**src/pkg/pwm_pkg.sv**
```systemverilog
package pwm_pkg;
	// ****************************************
	// register byte addresses
	// ****************************************
	localparam logic [7:0] OFF_PERIOD    = 8'h00;
	localparam logic [7:0] OFF_COUNT     = 8'h04;
	localparam logic [7:0] OFF_TB_CTRL   = 8'h08;
	localparam logic [7:0] OFF_CH_CTRL   = 8'h0C;
	localparam logic [7:0] OFF_DUTY_HIGH = 8'h10;
	localparam logic [7:0] OFF_SHADOW    = 8'h14;
	localparam logic [7:0] OFF_PIN_DIR   = 8'h18;
	localparam logic [7:0] OFF_IRQ_STAT  = 8'h1C;
	localparam logic [7:0] OFF_IRQ_MASK  = 8'h20;
	localparam logic [7:0] OFF_ALT_PIN   = 8'h24;
	// ****************************************
	// reset values
	// ****************************************
	localparam logic [7:0] RST_PERIOD    = 8'hFF;
	localparam logic [7:0] RST_COUNT     = 8'h00;
	localparam logic [6:0] RST_TB_CTRL   = 7'h00;
	localparam logic [5:0] RST_CH_CTRL   = 6'h00;
	localparam logic [7:0] RST_DUTY      = 8'h00;
	localparam logic [7:0] RST_PIN_DIR   = 8'hFF;
	localparam logic [1:0] RST_ALT_PIN   = 2'h0;
	// ****************************************
	// implemented field masks and positions
	// ****************************************
	localparam logic [7:0] MASK_TB_CTRL  = 8'h7F;
	localparam logic [7:0] MASK_CH_CTRL  = 8'h3F;
	localparam logic [7:0] MASK_ALT_PIN  = 8'h03;
	localparam int TB_RUN_BIT   = 2;
	localparam int TB_PRE_LSB   = 0;
	localparam int CH_DUTY_LSB  = 4;
	localparam int CH_MODE_LSB  = 0;
	localparam int IRQ_MATCH    = 0;
	localparam logic [1:0] MODE_PWM_TOP = 2'b11;
	// ****************************************
	// prescale encodings and ratios
	// ****************************************
	typedef enum logic [1:0] {
		PRE_DIV1  = 2'b00,
		PRE_DIV4  = 2'b01,
		PRE_DIV16 = 2'b10,
		PRE_DIV16B = 2'b11
	} prescale_t;
	localparam int DIV_1  = 1;
	localparam int DIV_4  = 4;
	localparam int DIV_16 = 16;
	localparam int CYCLES_PER_STEP = 4;
	localparam int PRE_W = 6;
	localparam int CLK_MHZ = 50;
endpackage : pwm_pkg

```
**src/pkg/timebase_if.sv**
```systemverilog
`timescale 1ns/1ps
interface timebase_if;
	import pwm_pkg::*;
	logic       run;
	prescale_t  prescale_sel;
	logic [7:0] period;
	logic       sleep;
	logic       load;
	logic [7:0] load_value;
	logic [7:0] count;
	logic [1:0] fine;
	logic       wrap;
	modport counter (input run, prescale_sel, period, sleep, load,
		load_value, output count, fine, wrap);
	modport channel (output run, prescale_sel, period, sleep, load,
		load_value, input count, fine, wrap);
endinterface : timebase_if

```
**src/design/pwm_channel.sv**
```systemverilog
// Added by the designer: the register addresses and register access over APB.
`timescale 1ns/1ps
// Function
// - duty beyond period never matches, so pin stays at present level
// - sleep stops the counter and prescaler and holds the pin and output enable
// - during sleep the pin keeps its driven level
// - after wake the counter continues from its held value
// - output timing derives only from the system clock
// - reset makes pins inputs and restores config defaults, duty byte kept until power-on reset
// - prescaler divides by 1, 4 or 16
// - unimplemented control bits read zero, writes ignored
// - duty registers keep contents over all but power-on reset
// - step after count equals period clears count, sets pin unless duty is zero, latches duty
// - period is (period value+1) times 4 times prescale clocks
// - pin clears when 10-bit time base equals shadow duty
// - duty high byte and low bits latch only at period boundary
module pwm_channel #(
	parameter int DIR_BIT = 0
) (
	input  wire logic        pclk,
	input  wire logic        presetn,
	input  wire logic        por_n,
	input  wire logic        psel,
	input  wire logic        penable,
	input  wire logic        pwrite,
	input  wire logic [7:0]  paddr,
	input  wire logic [31:0] pwdata,
	input  wire logic [3:0]  pstrb,
	input  wire logic        sleep,
	output logic [31:0]      prdata,
	output logic             pready,
	output logic             pslverr,
	output logic             modulated_output_pin,
	output logic             modulated_output_oe,
	output logic             irq
);
	import pwm_pkg::*;

	initial begin
		if (DIR_BIT < 0 || DIR_BIT > 7) begin
			$error("DIR_BIT must select a bit of the direction register");
		end
	end

	// ****************************************
	// registers
	// ****************************************
	logic [7:0] period_compare_value;
	logic [6:0] timebase_control;
	logic [5:0] channel_control;
	logic [7:0] duty_high_bits;
	logic [7:0] duty_shadow;
	logic [1:0] duty_shadow_low;
	logic [7:0] pin_direction;
	logic [1:0] alternate_pin_control;
	logic [0:0] irq_status;
	logic [0:0] irq_mask;

	timebase_if tb ();

	pwm_timebase u_timebase (
		.pclk    (pclk),
		.presetn (presetn),
		.tb      (tb.counter)
	);

	// ****************************************
	// bus decode
	// ****************************************
	function automatic logic reg_hit(input logic [7:0] a,
		input logic [7:0] off);
		reg_hit = (a == off);
	endfunction : reg_hit

	logic        setup_ph;
	logic        wr_now;
	logic        wr_byte0;
	logic        mapped;
	logic [7:0]  wbyte;
	logic [31:0] rd_word;
	logic [1:0]  duty_low_bits;
	logic [3:0]  channel_mode_select;
	logic        pwm_mode;
	logic [9:0]  duty_full;
	logic [9:0]  shadow_full;
	logic [9:0]  time_base;
	logic        duty_match;
	logic        next_pin;
	logic        next_oe;
	logic [0:0]  next_status;
	logic        clear_match;

	assign setup_ph = psel && !penable;
	assign wr_now   = psel && penable && pwrite && pready && !pslverr;
	assign wr_byte0 = wr_now && pstrb[0];
	assign wbyte    = pwdata[7:0];
	assign mapped   = reg_hit(paddr, OFF_PERIOD) ||
		reg_hit(paddr, OFF_COUNT) || reg_hit(paddr, OFF_TB_CTRL) ||
		reg_hit(paddr, OFF_CH_CTRL) || reg_hit(paddr, OFF_DUTY_HIGH) ||
		reg_hit(paddr, OFF_SHADOW) || reg_hit(paddr, OFF_PIN_DIR) ||
		reg_hit(paddr, OFF_IRQ_STAT) || reg_hit(paddr, OFF_IRQ_MASK) ||
		reg_hit(paddr, OFF_ALT_PIN);

	// reserved bits are zero-extended on read
	assign rd_word =
		reg_hit(paddr, OFF_PERIOD)    ? {24'h0, period_compare_value} :
		reg_hit(paddr, OFF_COUNT)     ? {24'h0, tb.count} :
		reg_hit(paddr, OFF_TB_CTRL)   ? {25'h0, timebase_control} :
		reg_hit(paddr, OFF_CH_CTRL)   ? {26'h0, channel_control} :
		reg_hit(paddr, OFF_DUTY_HIGH) ? {24'h0, duty_high_bits} :
		reg_hit(paddr, OFF_SHADOW)    ? {24'h0, duty_shadow} :
		reg_hit(paddr, OFF_PIN_DIR)   ? {24'h0, pin_direction} :
		reg_hit(paddr, OFF_IRQ_STAT)  ? {31'h0, irq_status} :
		reg_hit(paddr, OFF_IRQ_MASK)  ? {31'h0, irq_mask} :
		reg_hit(paddr, OFF_ALT_PIN)   ? {30'h0, alternate_pin_control} :
		32'h0000_0000;

	// ****************************************
	// apb handshake: no wait states
	// ****************************************
	always_ff @(posedge pclk or negedge presetn) begin
		if (!presetn) begin
			pready  <= 1'b0;
			pslverr <= 1'b0;
			prdata  <= 32'h0000_0000;
		end else begin
			pready  <= setup_ph;
			pslverr <= setup_ph && !mapped;
			if (setup_ph) begin
				prdata <= rd_word;
			end
		end
	end

	// ****************************************
	// configuration registers
	// ****************************************
	always_ff @(posedge pclk or negedge presetn) begin
		if (!presetn) begin
			period_compare_value <= RST_PERIOD;
			timebase_control     <= RST_TB_CTRL;
			channel_control      <= RST_CH_CTRL;
			pin_direction        <= RST_PIN_DIR;
			alternate_pin_control <= RST_ALT_PIN;
			irq_mask             <= 1'b0;
		end else if (wr_byte0) begin
			if (reg_hit(paddr, OFF_PERIOD)) begin
				period_compare_value <= wbyte;
			end
			if (reg_hit(paddr, OFF_TB_CTRL)) begin
				timebase_control <= wbyte[6:0] & MASK_TB_CTRL[6:0];
			end
			if (reg_hit(paddr, OFF_CH_CTRL)) begin
				channel_control <= wbyte[5:0] & MASK_CH_CTRL[5:0];
			end
			if (reg_hit(paddr, OFF_PIN_DIR)) begin
				pin_direction <= wbyte;
			end
			if (reg_hit(paddr, OFF_ALT_PIN)) begin
				alternate_pin_control <= wbyte[1:0] & MASK_ALT_PIN[1:0];
			end
			if (reg_hit(paddr, OFF_IRQ_MASK)) begin
				irq_mask <= wbyte[IRQ_MATCH];
			end
		end
	end

	// duty byte survives ordinary resets
	always_ff @(posedge pclk or negedge por_n) begin
		if (!por_n) begin
			duty_high_bits <= RST_DUTY;
		end else if (wr_byte0 && reg_hit(paddr, OFF_DUTY_HIGH)) begin
			duty_high_bits <= wbyte;
		end
	end

	// ****************************************
	// time base hookup
	// ****************************************
	assign tb.run          = timebase_control[TB_RUN_BIT];
	assign tb.prescale_sel = prescale_t'(timebase_control[TB_PRE_LSB +: 2]);
	assign tb.period       = period_compare_value;
	assign tb.sleep        = sleep;
	assign tb.load         = wr_byte0 && reg_hit(paddr, OFF_COUNT);
	assign tb.load_value   = wbyte;

	// ****************************************
	// duty double buffer and compare
	// ****************************************
	assign duty_low_bits       = channel_control[CH_DUTY_LSB +: 2];
	assign channel_mode_select = channel_control[CH_MODE_LSB +: 4];
	assign pwm_mode    = channel_mode_select[3:2] == MODE_PWM_TOP;
	assign duty_full   = {duty_high_bits, duty_low_bits};
	assign shadow_full = {duty_shadow, duty_shadow_low};
	assign time_base   = {tb.count, tb.fine};
	// a duty beyond the period never matches, pin stays put
	assign duty_match  = pwm_mode && (time_base == shadow_full);

	always_ff @(posedge pclk or negedge por_n) begin
		if (!por_n) begin
			duty_shadow     <= RST_DUTY;
			duty_shadow_low <= 2'h0;
		end else if (tb.wrap) begin
			duty_shadow     <= duty_high_bits;
			duty_shadow_low <= duty_low_bits;
		end
	end

	// ****************************************
	// output pin
	// ****************************************
	assign next_pin =
		!pwm_mode  ? 1'b0 :
		sleep      ? modulated_output_pin :
		tb.wrap    ? (duty_full != 10'h000) :
		duty_match ? 1'b0 :
		modulated_output_pin;
	assign next_oe = sleep ? modulated_output_oe :
		(pwm_mode && !pin_direction[DIR_BIT]);

	always_ff @(posedge pclk or negedge presetn) begin
		if (!presetn) begin
			modulated_output_pin <= 1'b0;
			modulated_output_oe  <= 1'b0;
		end else begin
			modulated_output_pin <= next_pin;
			modulated_output_oe  <= next_oe;
		end
	end

	// ****************************************
	// period match flag and interrupt
	// ****************************************
	assign clear_match = wr_byte0 && reg_hit(paddr, OFF_IRQ_STAT) &&
		wbyte[IRQ_MATCH];
	// a new match wins over a simultaneous clear
	assign next_status = tb.wrap ? 1'b1 :
		clear_match ? 1'b0 : irq_status;

	always_ff @(posedge pclk or negedge presetn) begin
		if (!presetn) begin
			irq_status <= 1'b0;
			irq        <= 1'b0;
		end else begin
			irq_status <= next_status;
			irq        <= |(next_status & irq_mask);
		end
	end
endmodule : pwm_channel

```
**src/design/pwm_timebase.sv**
```systemverilog
`timescale 1ns/1ps
module pwm_timebase (
	input  wire logic   pclk,
	input  wire logic   presetn,
	timebase_if.counter tb
);
	import pwm_pkg::*;
	// ****************************************
	// prescaler and period counter
	// ****************************************
	logic [PRE_W-1:0] pre;
	logic [7:0]       count;
	logic             step;
	logic [1:0]       fine;
	// step ratio is a pure count of pclk edges
	assign step = tb.run && !tb.sleep && (
		(tb.prescale_sel == PRE_DIV1) ? (pre[1:0] == 2'h3) :
		(tb.prescale_sel == PRE_DIV4) ? (pre[3:0] == 4'hF) :
		(pre == 6'h3F));
	assign fine = (tb.prescale_sel == PRE_DIV1) ? pre[1:0] :
		(tb.prescale_sel == PRE_DIV4) ? pre[3:2] : pre[5:4];
	assign tb.wrap  = step && (count == tb.period);
	assign tb.count = count;
	assign tb.fine  = fine;

	always_ff @(posedge pclk or negedge presetn) begin
		if (!presetn) begin
			pre <= '0;
		end else if (tb.load) begin
			pre <= '0;
		end else if (tb.run && !tb.sleep) begin
			pre <= pre + 6'h01;
		end
	end

	always_ff @(posedge pclk or negedge presetn) begin
		if (!presetn) begin
			count <= RST_COUNT;
		end else if (tb.load) begin
			count <= tb.load_value;
		end else if (tb.wrap) begin
			count <= 8'h00;
		end else if (step) begin
			count <= count + 8'h01;
		end
	end
endmodule : pwm_timebase

```
**config.mk**
```make
export PLATFORM = sky130hd
export DESIGN_NAME = pwm_channel
export DESIGN_NICKNAME = d
export VERILOG_FILES = /design/src/pkg/pwm_pkg.sv /design/src/pkg/timebase_if.sv /design/src/design/pwm_channel.sv /design/src/design/pwm_timebase.sv
export SDC_FILE = /design/constraint.sdc
export NUM_CORES = 1
export LEC_CHECK = 0
export BUFFER_PORTS_ARGS = -buffer_cell sky130_fd_sc_hd__buf_2
export CORE_MARGIN = 2
export CORE_UTILIZATION = 40
export CTS_CLUSTER_SIZE = 28
export DETAILED_ROUTE_END_ITERATION = 8
export PLACE_DENSITY = 0.72
export SLEW_MARGIN = 20
export SYNTH_ARGS = -nofsm -noshare
export SYNTH_HDL_FRONTEND = slang
export SYNTH_SLANG_ARGS = --single-unit
```
**constraint.sdc**
```tcl
create_clock -name pclk -period 5 [get_ports pclk]
set_input_delay 0.5 -clock pclk [delete_from_list [all_inputs] [get_ports pclk]]
set_output_delay 0.5 -clock pclk [all_outputs]
set_load 0.05 [all_outputs]
```
==> results of run 1 <==
[metal layers]
layer / track usage / wire length (um) / vias to the layer above
met5: 0 / 0 / -
met3: 0.0308 / 578 / 17
met4: 0.0850 / 201 / 0
li1: - / - / 1520
met1: 0.270 / 4940 / 1704
met2: 0.303 / 5200 / 118
[sequential cells by signal (all words and copies together), names as in the netlist, 2 cells and up]
name / count
alternate_pin_control: 2
channel_control: 6
duty_high_bits: 8
duty_shadow: 8
duty_shadow_low: 2
period_compare_value: 8
pin_direction: 8
prdata: 8
timebase_control: 7
u_timebase.pre: 6
u_timebase.tb.count: 8
[critical path: cells and delay by family, from the launching register on]
kind,cells,cell delay (ns)
and+or+nand+nor,2,0.70
adders and majority gates,1,0.20
AOI/OAI and AO/OA,3,1.03
DFF,1,0.43
[cell type report]
cell class                 instances  area share
timing repair buffer              37      0.0391
inverter                           5     0.00391
multi-input combinational        313       0.473
clock inverter                     6     0.00783
clock buffer                      10      0.0287
tap                              140      0.0365
sequential                        78       0.411
[power groups by stage]
stage / combinational [uW] / sequential (uW) / clock [uW]
floorplan: 87.8 / 653 / 0
global placement: 120 / 648 / 0
detailed placement: 121 / 648 / 0
CTS: 122 / 636 / 432
global route: 132 / 637 / 462
finish: 122 / 636 / 431
[cells by family after synthesis]
logic type,after synthesis
multiplexers,61
AND/OR/NAND/NOR,113
other,1
XOR/XNOR,23
adder cells (fa/ha/maj),2
flip-flops,78
buffers and inverters,48
AO/OA/AOI/OAI,90
[metrics by stage]
step	util	hold WS (ns)	instance area [sq um]	setup WS [ns]	power, uW
final	0.442	0.0667	4790	2.56	1190
after global placement	0.426	0.460	4620	2.41	769
after global routing	0.442	0.0981	4790	2.46	1230
after CTS	0.442	0.0804	4790	2.57	1190
after floorplan	-	0.204	4530	3.00	740
after detailed placement	0.426	0.465	4620	2.37	770
[synthesized netlist by cell type, types with 3 or more instances]
| master | instances | area (sq um) |
|---|---|---|
| buf_2 | 8 | 40.0 |
| nor4_1 | 7 | 43.8 |
| nor2_1 | 23 | 86.3 |
| nand2b_1 | 7 | 43.8 |
| o31ai_1 | 3 | 22.5 |
| nor4_4 | 3 | 63.8 |
| nand3_1 | 9 | 45.0 |
| a221oi_1 | 3 | 26.3 |
| inv_1 | 5 | 18.8 |
| a31oi_1 | 6 | 37.5 |
| o22ai_1 | 4 | 25.0 |
| nand2_1 | 28 | 105 |
| o21ai_0 | 24 | 120 |
| buf_4 | 24 | 180 |
| a211oi_1 | 3 | 22.5 |
| o21ai_1 | 5 | 25.0 |
| nand3_2 | 3 | 30.0 |
| mux2_4 | 8 | 120 |
| mux2i_1 | 11 | 110 |
| and2_1 | 3 | 18.8 |
| dfrtp_1 | 62 | 1550 |
| nor3_1 | 4 | 20.0 |
| clkbuf_1 | 10 | 37.5 |
| and3_1 | 3 | 18.8 |
| nand3b_1 | 3 | 22.5 |
| a21oi_1 | 20 | 100 |
| dfstp_2 | 16 | 420 |
| mux2_2 | 42 | 473 |
| nand4_1 | 3 | 18.8 |
| o211a_1 | 4 | 40.0 |
| a2bb2oi_1 | 5 | 43.8 |
| xor2_1 | 21 | 184 |
| nor2b_1 | 3 | 18.8 |
[placed cells by master (no fill, tap or decap), drive strengths merged, types with 4 or more instances in the layout]
master	instances
a21oi	20
nor4	11
nand2	28
buf	37
o22ai	4
dfrtp	62
a31oi	6
clkbuf	10
dfstp	16
mux2	50
mux2i	11
nand3b	4
inv	5
o211a	4
a2bb2oi	5
o21ai	29
nand2b	7
nor3	5
xor2	21
nand3	12
nor2	25
conb	24
[worst max-delay path by stage]
| stage | to | slack (ns) | cells past startpoint |
|---|---|---|---|
| 6_report | modulated_output_pin | 2.56 | 6 |
| 5_1_grt | modulated_output_pin | 2.46 | 6 |
| 4_1_cts | modulated_output_pin | 2.57 | 6 |
| 3_5_place_dp | u_timebase.tb.count[1] | 2.37 | 6 |
| 3_3_place_gp | u_timebase.tb.count[0] | 2.41 | 5 |
| 2_1_floorplan | channel_control[0] | 3.00 | 5 |
==> impl_metrics.ini, run 1 <==
[timing]
hold_viol_final = 0
period_share = 0.487
finalSetupViolCount = 0
fmax_mhz = 410
setup_tns_ns = 0
drv_slew = 0
tightest_slew_ns = 0.859
rsz0062_at_grt = false
fin_skew_ns = 0.00933
slew_headroom = 0.424
finalCriticalPeriod_ns = 2.44

[cts]
cts_tree = done
cts_setup_buffers = 0
max-clock-path-buffers = 2
cts_hold_buffers = 0
root_buffer = clkbuf_8
cts_sinks = 78
htree_levels = 3
cts_buffers = 9
insertion_delay_ns = 0.37
clk_pin_slew_ns = 0.08
cts-resized-gates = 0

[die]
fp-row-count = 38
pin_count = 88
die_w_um = 109
start_util = 0.410
dieArea_sq_mm = 0.0120
die_h_um = 109
design.core.area_sq_mm = 0.0108

[synth]
yosysWarnings = 0
synth_edf_count = 0
ys_seq_elements = 78
seq_area_frac_synth = 0.444
synth-adder-area-share = 0.00564
synthMuxAreaShare = 0.158
syn_avg_cell_area_sq_um = 10.7
yosysUniqueCellTypes = 59
synth_xor_area_frac = 0.0454
yosys.area_share.simple = 0.152
syn_inst = 416
synth_top_family_by_area = multiplexers
synth_flop_cell = dfrtp_1
synth_compound_area_frac = 0.129
async_reset_ff_frac = 1.00
syn-cell-area_sq_mm = 0.00444

[power_and_ir_drop]
power_frac_seq = 0.535
p_leak_uw = 0.00230
p_comb_frac = 0.103
power_per_cell_area_mw_per_mm2 = 248
pwr-share-clk = 0.362
switching_power_uw = 343
max-vdd-ir-drop_mv = 0.145
p_sw_frac = 0.288
p_int_uw = 847

[flow_run]
max_cap_viol_count = 0

[worst_setup_path]
r2r_setup_slack_ns = 2.56
timing.rr.start = u_timebase.pre[0]
max_stage_delay_ns = 0.59
rr_endpoint = modulated_output_pin
cp.arrival_ns = 2.72
crit_slowest_cell = nand3b_2
cp-start-kind = flop
critPathRequiredTime_ns = 5.29
crit_path_max_fanout = 15
path_cells = ha_1 > nand3b_1 > a211o_1 > nand3b_2 > a31o_2 > a31oi_1
crit_start = u_timebase.pre[0]
cp-end-kind = flop
rr_worst_depth = 6
worstSetupPathType = flop to flop

[layout]
multiInputGateArea_sq_mm = 0.00227
register_area_sq_mm = 0.00197
nets = 497
final_cells = 589
diodes = 0
synthToLayoutAreaGrowth_pct = 8.00
fill_cells = 1036
drive_gt1_frac = 0.296

[placement]
hpwl_um = 7860
port_buffers = 36
place_congestion = 0.885
dp.cells = 573

[global_routing]
antenna_found_initial = 0
grt_pass1_vias = 3217
grtUsageTotal = 0.195
overflow = 0
grt_pass1_wl_um = 17700
grt_max_degree = 61

[detailed_routing]
wirelength_um = 10900
dr.first_iter.drc_count = 259
drc_errors = 0
vias = 3359
wl_per_cell_um = 18.5
ant_nets = 0
viasPerCell = 5.70
first_pass_iters = 5

[outcome]
status = completed

[hold_path]
worstHoldPathType = input pin to asynchronous set/reset pin
Note: power is estimated with default switching activity, not from simulation.
==> run 2: changes to the inputs <==
Clock period 5 ns to 2.5 ns, I/O delays scaled along.
==> run 2 against run 1 <==
  * Clock power rose to 2.6 times the previous value
  * Final area up 3.6%
  * Sequential power up 100%
  * Fmax up 18%
  * Critical path depth up 1
  * First-iteration DRC count up 10%
  * Register-to-register slack worse by 2.1 ns
  * Clock skew about the same
  * Via count up 1.3%
  * Final cell count up 2.5%
  * Largest power group unchanged
  * Highest routed layer unchanged
==> impl_metrics.ini, run 2 (same netlist as run 1, synthesis figures left out) <==
[layout]
mostFrequentLayoutCell = dfrtp_1
final_util = 0.458
synthToLayoutAreaGrowth_pct = 11.9
postLayoutCellArea_sq_mm = 0.00497
final_cell_mix = 62 x dfrtp_1, 42 x mux2_2, 36 x buf_2
fill_cells = 1009
nets = 512
drive_gt1_frac = 0.315
diodes = 0
final_cells = 604

[global_routing]
grt_pass1_vias = 3297
grt_max_degree = 61
antenna_found_initial = 0
overflow = 0
grt_pass1_wl_um = 17600
grtUsageTotal = 0.196

[worst_setup_path]
cp-end-kind = flop
r2r_setup_slack_ns = 0.43
rr_endpoint = modulated_output_pin
cp-start-kind = flop
cp.arrival_ns = 2.36
critPathRequiredTime_ns = 2.78
timing.rr.start = u_timebase.pre[0]
rr_worst_depth = 7
worstSetupPathType = flop to flop
crit_path_max_fanout = 6

[outcome]
status = completed

[die]
die_h_um = 109
die_w_um = 109
pin_count = 88
fp-row-count = 38
dieArea_sq_mm = 0.0120
start_util = 0.410
design.core.area_sq_mm = 0.0108

[placement]
hpwl_um = 8090
dp.cells = 587
port_buffers = 36
place_congestion = 0.914
place_ws_ns = 0.452
placed_area_sq_mm = 0.00472

[power_and_ir_drop]
p_comb_frac = 0.096
p_int_uw = 1960
p_sw_frac = 0.253
power_per_cell_area_mw_per_mm2 = 529
switching_power_uw = 665
power_frac_seq = 0.484
pwr-share-clk = 0.420
p_leak_uw = 0.00240
max-vdd-ir-drop_mv = 0.334

[detailed_routing]
ant_nets = 0
wl_per_cell_um = 18.1
drc_errors = 0
vias = 3404
first_pass_iters = 5
dr.first_iter.drc_count = 286
wirelength_um = 10900
viasPerCell = 5.64

[timing]
finalSetupViolCount = 0
fmax_mhz = 482
finalCriticalPeriod_ns = 2.07
setup_ws_ns = 0.426
fin_skew_ns = 0.00884
rsz0062_at_grt = false
slew_headroom = 0.488
setup_tns_ns = 0
drv_slew = 0
hold_viol_final = 0
tightest_slew_ns = 0.767
period_share = 0.830

[cts]
cts_hold_buffers = 1
root_buffer = clkbuf_8
cts_buffers = 9
cts_tree = done
max-clock-path-buffers = 2
cts-resized-gates = 0
insertion_delay_ns = 0.36
cts_sinks = 78
cts_setup_buffers = 0
htree_levels = 3
clk_pin_slew_ns = 0.08

[hold_path]
worstHoldPathType = input pin to asynchronous set/reset pin

[flow_run]
max_cap_viol_count = 0
-- run 2: cell types whose count changed in the layout (fill, tap and decap cells not counted) --
cell | before | now
buf_4 | 1 | 15
clkinvlp_4 | 3 | 0
bufinv_16 | 0 | 2
clkbuf_8 | 10 | 12
clkinv_2 | 3 | 1
clkbuf_1 | 0 | 1
dlygate4sd3_1 | 0 | 1
-- run 2: power by group through the flow --
stage	combinational (uW)	clock, uW	sequential, uW
global route	271	1170	1270
CTS	250	1130	1270
finish	251	1100	1270
global placement	246	0	1300
detailed placement	248	0	1300
floorplan	176	0	1310
-- run 2: layer usage --
layer  GRT usage  vias to the layer above  share of wire
met5           0                        -              0
met1       0.270                     1696           0.44
met4      0.0750                        0          0.019
li1            -                     1552              -
met3      0.0385                       15          0.071
met2       0.305                      141           0.47
-- run 2: cell type report --
cell class                 count  area [sq um]  area share
clock buffer                  13           169      0.0340
timing repair buffer          52           303      0.0609
tap                          140           175      0.0353
inverter                       5          18.8     0.00378
clock inverter                 3          65.1      0.0131
multi-input combinational    313          2270       0.456
sequential                    78          1970       0.397
-- run 2: how the worst max path moves through the flow --
stage | from | endpoint | depth (start not counted)
finish | u_timebase.pre[0] | modulated_output_pin | 7
global route | u_timebase.pre[0] | modulated_output_pin | 7
CTS | u_timebase.pre[0] | modulated_output_pin | 7
detailed placement | u_timebase.pre[0] | modulated_output_pin | 7
global placement | u_timebase.tb.count[7] | modulated_output_pin | 6
floorplan | pslverr | channel_control[0] | 5
-- run 2: stage by stage --
| step | total power, uW | hold WS (ns) |
|---|---|---|
| after floorplan | 1480 | -0.0456 |
| after global placement | 1540 | 0.204 |
| after detailed placement | 1540 | 0.209 |
| after CTS | 2650 | 0.0675 |
| after global routing | 2710 | 0.115 |
| final | 2630 | 0.0437 |
-- run 2: worst max-delay path, stage by stage (launching register included) --
cell and delay (ns):
dfrtp_1 0.43, ha_1 0.19, nand3b_1 0.13, a211o_1 0.31, nand3b_2 0.33, buf_4 0.24, a31o_2 0.22, a31oi_1 0.15
